**src/jtag_char_port_cfg.svh**
```systemverilog
// Offsets, field positions, depths and thresholds of the character port
`ifndef JTAG_CHAR_PORT_CFG_SVH
`define JTAG_CHAR_PORT_CFG_SVH

// ----------------------------------------------------------------
// Register map (word index on the address port)
// ----------------------------------------------------------------
`define REG_CHAR_TRANSFER      1'h0
`define REG_IRQ_AND_FIFO_STATE 1'h1

// ----------------------------------------------------------------
// Field positions
// ----------------------------------------------------------------
`define DATA_LSB        0
`define DATA_MSB        7
`define RX_VALID_BIT    15
`define COUNT_LSB       16
`define RX_IRQ_EN_BIT   0
`define TX_IRQ_EN_BIT   1
`define RX_IRQ_PEND_BIT 8
`define TX_IRQ_PEND_BIT 9
`define HOST_ACT_BIT    10

// ----------------------------------------------------------------
// Depths and thresholds
// ----------------------------------------------------------------
`define FIFO_AW         6
`define FIFO_DEPTH      7'h40
`define READ_THRESHOLD  7'h08
`define WRITE_THRESHOLD 7'h08

`endif

```
**src/jtag_char_port_pkg.sv**
```systemverilog
// Types shared by the character port
`include "jtag_char_port_cfg.svh"

package jtag_char_port_pkg;

	typedef logic [`FIFO_AW:0] count_t;

	typedef struct packed {
		logic       valid;
		logic [7:0] data;
	} char_s;

	typedef struct packed {
		logic [`FIFO_AW-1:0]    rx_rd_ptr;
		logic [`FIFO_AW-1:0]    rx_wr_ptr;
		count_t                 rx_count;
		logic [`FIFO_AW-1:0]    tx_rd_ptr;
		logic [`FIFO_AW-1:0]    tx_wr_ptr;
		count_t                 tx_count;
		logic                   rx_irq_enable;
		logic                   tx_irq_enable;
		logic                   host_activity_flag;
		logic [31:0]            readdata;
		logic                   irq;
		char_s                  host_out;
		logic                   host_in_ready;
	} state_s;

endpackage : jtag_char_port_pkg

```
**src/jtag_char_port_regs.sv**
```systemverilog
// Character port between processor registers and the debug-link host side
`timescale 1ns/1ps
`include "jtag_char_port_cfg.svh"

module jtag_char_port_regs
	import jtag_char_port_pkg::*;
(
	// Clock and reset
	input  wire logic        clk,
	input  wire logic        reset_n,
	// Register slave port
	input  wire logic        address,
	input  wire logic        chipselect,
	input  wire logic        read,
	input  wire logic        write,
	input  wire logic [31:0] writedata,
	output logic      [31:0] readdata,
	output logic             irq,
	// Host side, characters from host into read FIFO
	input  wire char_s       host_in,
	output logic             host_in_ready,
	// Host side, characters to host from write FIFO
	output char_s            host_out,
	input  wire logic        host_out_ready,
	// Host side status
	input  wire logic        host_poll,
	input  wire logic        host_no_more
);

	// ----------------------------------------------------------------
	// Storage
	// ----------------------------------------------------------------
	logic [7:0] rx_mem [0:`FIFO_DEPTH-1];
	logic [7:0] tx_mem [0:`FIFO_DEPTH-1];

	state_s s_q;
	state_s s_d;

	// ----------------------------------------------------------------
	// Decode
	// ----------------------------------------------------------------
	logic   data_rd;
	logic   data_wr;
	logic   ctrl_wr;
	logic   rx_pop;
	logic   rx_push;
	logic   tx_push;
	logic   tx_pop;
	logic   rx_cond;
	logic   tx_cond;
	count_t rx_free;
	count_t tx_free;
	count_t rx_after;

	always_comb begin
		data_rd  = chipselect && read && (address == `REG_CHAR_TRANSFER);
		data_wr  = chipselect && write && (address == `REG_CHAR_TRANSFER);
		ctrl_wr  = chipselect && write && (address == `REG_IRQ_AND_FIFO_STATE);
		rx_pop   = data_rd && (s_q.rx_count != '0);
		rx_free  = count_t'(`FIFO_DEPTH - s_q.rx_count);
		tx_free  = count_t'(`FIFO_DEPTH - s_q.tx_count);
		rx_push  = host_in.valid && s_q.host_in_ready;
		tx_push  = data_wr && (tx_free != '0);
		// Output register holds one character; refill when empty or taken
		tx_pop   = (s_q.tx_count != '0) && (!s_q.host_out.valid || host_out_ready);
		rx_after = rx_pop ? count_t'(s_q.rx_count - 1'b1) : s_q.rx_count;
		// Conditions follow the registered counts, so a read clears them in the cycle after it
		rx_cond  = (rx_free <= `READ_THRESHOLD)
			|| ((s_q.rx_count != '0) && host_no_more);
		tx_cond  = (s_q.tx_count <= `WRITE_THRESHOLD);
	end

	// ----------------------------------------------------------------
	// Next state
	// ----------------------------------------------------------------
	always_comb begin
		s_d = s_q;
		if (rx_push) begin
			s_d.rx_wr_ptr = s_q.rx_wr_ptr + 1'b1;
		end
		if (rx_pop) begin
			s_d.rx_rd_ptr = s_q.rx_rd_ptr + 1'b1;
		end
		s_d.rx_count = count_t'(s_q.rx_count + rx_push - rx_pop);
		// Ready follows the next count so a push never overfills
		s_d.host_in_ready = (s_d.rx_count < `FIFO_DEPTH);

		if (tx_push) begin
			s_d.tx_wr_ptr = s_q.tx_wr_ptr + 1'b1;
		end
		if (host_out_ready) begin
			s_d.host_out.valid = 1'b0;
		end
		if (tx_pop) begin
			s_d.tx_rd_ptr      = s_q.tx_rd_ptr + 1'b1;
			s_d.host_out.valid = 1'b1;
			s_d.host_out.data  = tx_mem[s_q.tx_rd_ptr];
		end
		s_d.tx_count = count_t'(s_q.tx_count + tx_push - tx_pop);

		if (ctrl_wr) begin
			s_d.rx_irq_enable = writedata[`RX_IRQ_EN_BIT];
			s_d.tx_irq_enable = writedata[`TX_IRQ_EN_BIT];
			if (writedata[`HOST_ACT_BIT]) begin
				s_d.host_activity_flag = 1'b0;
			end
		end
		// Set wins over a clear in the same cycle
		if (host_poll) begin
			s_d.host_activity_flag = 1'b1;
		end

		s_d.irq = (rx_cond && s_q.rx_irq_enable) || (tx_cond && s_q.tx_irq_enable);

		// Reserved bits read as zero
		s_d.readdata = '0;
		if (chipselect && read) begin
			if (address == `REG_CHAR_TRANSFER) begin
				s_d.readdata[`DATA_MSB:`DATA_LSB]          = rx_pop ? rx_mem[s_q.rx_rd_ptr] : 8'h00;
				s_d.readdata[`RX_VALID_BIT]                = rx_pop;
				s_d.readdata[`COUNT_LSB +: `FIFO_AW+1]     = rx_after;
			end else begin
				s_d.readdata[`RX_IRQ_EN_BIT]               = s_q.rx_irq_enable;
				s_d.readdata[`TX_IRQ_EN_BIT]               = s_q.tx_irq_enable;
				s_d.readdata[`RX_IRQ_PEND_BIT]             = rx_cond && s_q.rx_irq_enable;
				s_d.readdata[`TX_IRQ_PEND_BIT]             = tx_cond && s_q.tx_irq_enable;
				s_d.readdata[`HOST_ACT_BIT]                = s_q.host_activity_flag;
				s_d.readdata[`COUNT_LSB +: `FIFO_AW+1]     = tx_free;
			end
		end
	end

	// ----------------------------------------------------------------
	// Registers
	// ----------------------------------------------------------------
	always_ff @(posedge clk or negedge reset_n) begin
		if (!reset_n) begin
			s_q <= '0;
		end else begin
			s_q <= s_d;
		end
	end

	// Memories kept out of reset so they map to RAM
	always_ff @(posedge clk) begin
		if (rx_push) begin
			rx_mem[s_q.rx_wr_ptr] <= host_in.data;
		end
		if (tx_push) begin
			tx_mem[s_q.tx_wr_ptr] <= writedata[`DATA_MSB:`DATA_LSB];
		end
	end

	// ----------------------------------------------------------------
	// Outputs
	// ----------------------------------------------------------------
	always_comb begin
		readdata      = s_q.readdata;
		irq           = s_q.irq;
		host_out      = s_q.host_out;
		host_in_ready = s_q.host_in_ready;
	end

endmodule : jtag_char_port_regs

```
**config.mk**
```make
export PLATFORM = sky130hd
export DESIGN_NAME = jtag_char_port_regs
export DESIGN_NICKNAME = d
export VERILOG_FILES = /design/src/jtag_char_port_pkg.sv /design/src/jtag_char_port_regs.sv
export VERILOG_INCLUDE_DIRS = /design/src /design/src/src
export SDC_FILE = /design/constraint.sdc
export NUM_CORES = 1
export LEC_CHECK = 0
export BUFFER_PORTS_ARGS = -buffer_cell sky130_fd_sc_hd__buf_2
export CORE_UTILIZATION = 55
export DETAILED_ROUTE_END_ITERATION = 6
export PLACE_DENSITY = 0.77
export SYNTH_ARGS = -nofsm -noshare
export SYNTH_HDL_FRONTEND = slang
export SYNTH_SLANG_ARGS = --single-unit
```
**constraint.sdc**
```tcl
create_clock -name clk -period 2.9 [get_ports clk]
set_input_delay 0.145 -clock clk [delete_from_list [all_inputs] [get_ports clk]]
set_output_delay 0.145 -clock clk [all_outputs]
set_load 0.02 [all_outputs]
```
# Word-level counts from Yosys, hierarchy flattened
# Memories as Yosys holds them, arrays and structs flattened.
# Cells that the tools add are included.
[totals] out_inout_bits=43 input_bits=50 memories=2 ram_bits=1024 ff_bits=71 elab_cells=72
[op_classes] n_lt_le_gt_ge=3 bitwise=1 n_addsub=11 mux=18 reduce_logical=23
[mem_list] memory="rx_mem" words=64 word_bits=8 rd=1 rd_ports_with_merged_regs=0 wr=1 line="jtag_char_port_regs.sv:33" rtl="logic [7:0] rx_mem [0:`FIFO_DEPTH-1];"
[mem_list] memory="tx_mem" words=64 word_bits=8 rd=1 rd_ports_with_merged_regs=0 wr=1 line="jtag_char_port_regs.sv:34" rtl="logic [7:0] tx_mem [0:`FIFO_DEPTH-1];"
[ops] operator="$add A6 B1 Y6 const B" n=4
[ops] operator="$reduce_bool A7 Y1" n=3
[ops] operator="$mux W8" n=2
[ops] operator="$add A7 B1 Y7" n=2
[ops] operator="$le A7 B4 Y1 const B" n=2
[ops] operator="$mux W7" n=2
[ops] operator="$sub A7 B1 Y7" n=2
[ops] operator="$sub A7 B7 Y7 const A" n=2
[ops] operator="$logic_and A1 B1 Y1" n=12
[ops] operator="$mux W11" n=1
[ops] operator="$mux W1" n=9
[ops] operator="$mux W9" n=1
[ops] operator="$lt A7 B7 Y1 const B" n=1
[ops] operator="$sub A7 B1 Y7 const B" n=1
[ops] operator="$mux W6" n=1
[ops] operator="$reduce_bool A2 Y1" n=3
[ops] operator="$logic_or A1 B1 Y1" n=3
[ops] operator="$mux W3" n=1
[ops] operator="$mux W2" n=1
[ops] operator="$reduce_and A2 Y1" n=1
[ops] operator="$logic_not A1 Y1" n=1
[ops] operator="$not A1 Y1" n=1

# Logic depth before layout (Yosys ltp)
[depth] word_depth=6 ltp_mapped=16

# Least setup slack after synthesis
# Ideal clock, no wire load.
[synth_path] kind="register to register" start="reg s_q[66] in the netlist's numbering" end="reg s_q (netlist bit host_in_ready)" arrival_time_ns=3.053 stages_incl_launch_ff=17 path_slack_ns=-0.274 path_buffers=1 path_cell_list="dfrtp_1 inv_1 ha_1 nand4b_1 and3_1 buf_2 ha_1 inv_1 ha_1 inv_1 fa_1 o21bai_1 a21oi_1 o21bai_1 a21oi_1 xnor2_1 inv_1"
[synth_lines] item="start: declaration" line="jtag_char_port_regs.sv:36" rtl="state_s s_q;"
[synth_lines] item="start signal: assignment" line="jtag_char_port_regs.sv:138" rtl="s_q <= '0;"
[synth_lines] item="start signal: assignment" line="jtag_char_port_regs.sv:140" rtl="s_q <= s_d;"

==> flow_summary.toml <==
[final_layout]
drive_above_1_share_pct = 29.8
fin_nets = 2590
syn_to_final_growth_pct = 15.4
instances_no_fill = 3644
antenna_cells = 0

[timing]
tightest_slew_ps = 1310
skew_ps = 53.1
drv_slew = 0
worst_hold_slack_ps = 27.8
setup_tns_ps = -3.56
finalCritPeriodShare_pct = 100
fmax_mhz = 344
layout_min_cycle_time_ps = 2900
slew_headroom_pct = 12.3
finalWorstSetupSlack_ps = -3.56
rsz0062_at_grt = "yes"
finalHoldViolCount = 0
setup_viol = 1

[status]
run_status = "finished with violations"
violations = "negative setup slack"

[global_route]
grt_pass1_vias = 23300
grt_max_degree = 72
grt_pass1_wl_mm = 147
antenna_found_initial = 0
track_usage_pct = 24.5
grt_overflow = 0

[detailed_routing]
drt_iter0_markers = 2246
routed-via-count = 22600
top_layer = "met4"
wl_met1_mm = 36.8
routed-wl-met3_mm = 6.93
wl_met2_mm = 50.8
vias_per_cell = 6.19
drtPass1Iterations = 6
antenna_left = 0
postRouteWirelength_mm = 98.4
post_drt_wl_per_cell_um = 27.0
drc = 0

[placement]
dp_hpwl_mm = 59.6
gp_congestion = 0.957
dp.cells = 3406
dp_slack_ps = -223
port-buffer-count = 56

[critical_path]
rr_endpoint = "s_q[52]"
worst_setup_path_end_kind = "flip-flop"
cp.arrival_ps = 3510
worstSetupPathType = "reg -> reg"
cp_cell_sequence = "inv_2 -> ha_4 -> xor2_1 -> nand3_1 -> o41a_1 -> inv_2 -> ha_4 -> inv_2 -> ha_4 -> fa_2 -> nand2b_1 -> a21oi_2 -> o21bai_1 -> a21oi_1 -> nor2_1 -> xor2_1"
cp_slowest_cell = "o41a_1"
worstPathRequired_ps = 3510
rrSetupSlack_ps = -4
crit_path_start_kind = "flip-flop"
slowest_delay_ps = 470
rr_startpoint = "s_q[48]"
reg2reg_depth = 16
critPathMaxFanout = 4

[min_path]
min_delay_path_depth = 1
hold_path_end = "rx_mem[54][2]"
min_from = "host_in[2]"
min_path_type = "in -> reg"

[yosys]
synthArstFlopShare_pct = 6.48
synth_area_per_cell_um2 = 19.4
synth_edf_count = 1024
yosysUniqueCellTypes = 57
ys.warnings.count = 0
synth_most_common_cell = "edfxtp_1"
netlist_area_um2 = 43800
yosys.area.top_type = "edfxtp_1"
synth_seq_cells = 1095
seq_area_frac_synth_pct = 74.3
syn_inst = 2251
synth_commonest_cells = "edfxtp_1 (1024), mux4_2 (228), nor2_1 (164)"
synth_top_flop_cell = "edfxtp_1"
netlist_top_cells_area = "edfxtp_1 (70%), mux4_2 (12%), dfrtp_1 (4.1%)"
netlist.area_leader.share_pct = 70.2

[die]
die_x_um = 284
rows = 103
io_pins = 93
coreArea_um2 = 78900
start_util_pct = 55.5
die_area_um2 = 80700
die_h_um = 284

[clocking]
clk_latency_ps = 700
clockRootBuffer = "clkbuf_16"
cts.path.max_buffers = 3
clk_pin_slew_ps = 60
cts_tree = "done"
cts-buffers-inserted = 107
clock-sinks = 1095
cts_max_level = 3

[power_and_ir_drop]
leakage_nw = 17.0
powerDensity_nw_per_um2 = 922
totalPowerFinal_w = 0.0466
ir_drop_uv = 674

[job]
max_cap_violations = 0
worst max path at each step:
stage	start	slack [ps]	depth (start not counted)	endpoint
after global placement	s_q[48]	-30	16	s_q[52]
final	s_q[48]	-4	16	s_q[52]
after detailed placement	s_q[47]	-220	10	tx_mem[61][1]
after global routing	s_q[48]	-200	16	s_q[52]
after CTS	s_q[50]	-30	12	tx_mem[43][3]
after floorplan	s_q[69]	0.2	16	host_in_ready
layer usage:
layer	global-route usage, %	vias up
li1	-	9498
met1	32.0	11700
met2	41.6	1112
met3	3.70	215
met4	9.96	0
met5	0	-
flip-flops by register name, summed over array words and instances (netlist names):
| signal | count |
|---|---|
| rx_mem | 512 |
| irq | 1 |
| host_out | 9 |
| s_q | 41 |
| tx_mem | 512 |
| host_in_ready | 1 |
| readdata | 19 |
placed cells by master (no fill, tap or decap), types with 31 or more instances in the layout:
cell type,n
nor2_1,115
a21oi_1,49
mux2i_1,145
buf_4,198
buf_2,55
a22oi_1,31
mux4_2,228
dfrtp_1,64
nand2_1,58
clkbuf_16,109
nor2_2,34
xnor2_1,34
edfxtp_1,1024
metrics by stage:
stage / area [um2] / util (%)
after floorplan: 43900 / -
after global placement: 46200 / 58.6
after detailed placement: 46200 / 58.6
after CTS: 50200 / 63.6
after global routing: 50500 / 64.1
final: 50500 / 64.1
cell families after synthesis:
kind of cell | share of synthesized area, %
AOI/OAI and AO/OA | 2.83
other | 0.00857
adders and majority gates | 1.09
and+or+nand+nor | 3.12
buffers and inverters | 2.32
xor gates and xnor gates | 0.900
DFF | 74.3
muxes | 15.4
worst max-delay path, delay by kind of cell, from the launching register on:
kind / cells / cell delay [ps]
XOR/XNOR: 2 / 290
flip-flops: 1 / 390
AND/OR/NAND/NOR: 3 / 310
adder cells (fa/ha/maj): 4 / 830
AO/OA/AOI/OAI: 4 / 750
buffers and inverters: 3 / 280
repair_timing:
item,CTS,global route
hold buffers,14,0
pin swaps,3,22
setup buffers,3,21
resized for setup,31,61
hold endpoints to repair,145,0
setup endpoints to repair,327,319
cloned,0,0
power by group:
| group | total [W] | switching, W | internal (W) | leakage (nW) |
|---|---|---|---|---|
| clock network | 0.0142 | 0.00596 | 0.00820 | 1.77 |
| logic | 0.0137 | 0.00733 | 0.00636 | 5.14 |
| registers | 0.0187 | 0.000864 | 0.0179 | 10.1 |
final cells by class:
class                      count  area (um2)
clock buffer                 132        2840
timing repair buffer         284        2230
multi-input combinational    983       10700
inverter                      32         123
tap                         1050        1310
sequential                  1095       32500
clock inverter                68         810
fill                        5093       28300
Power figures use the tool's default switching activity.
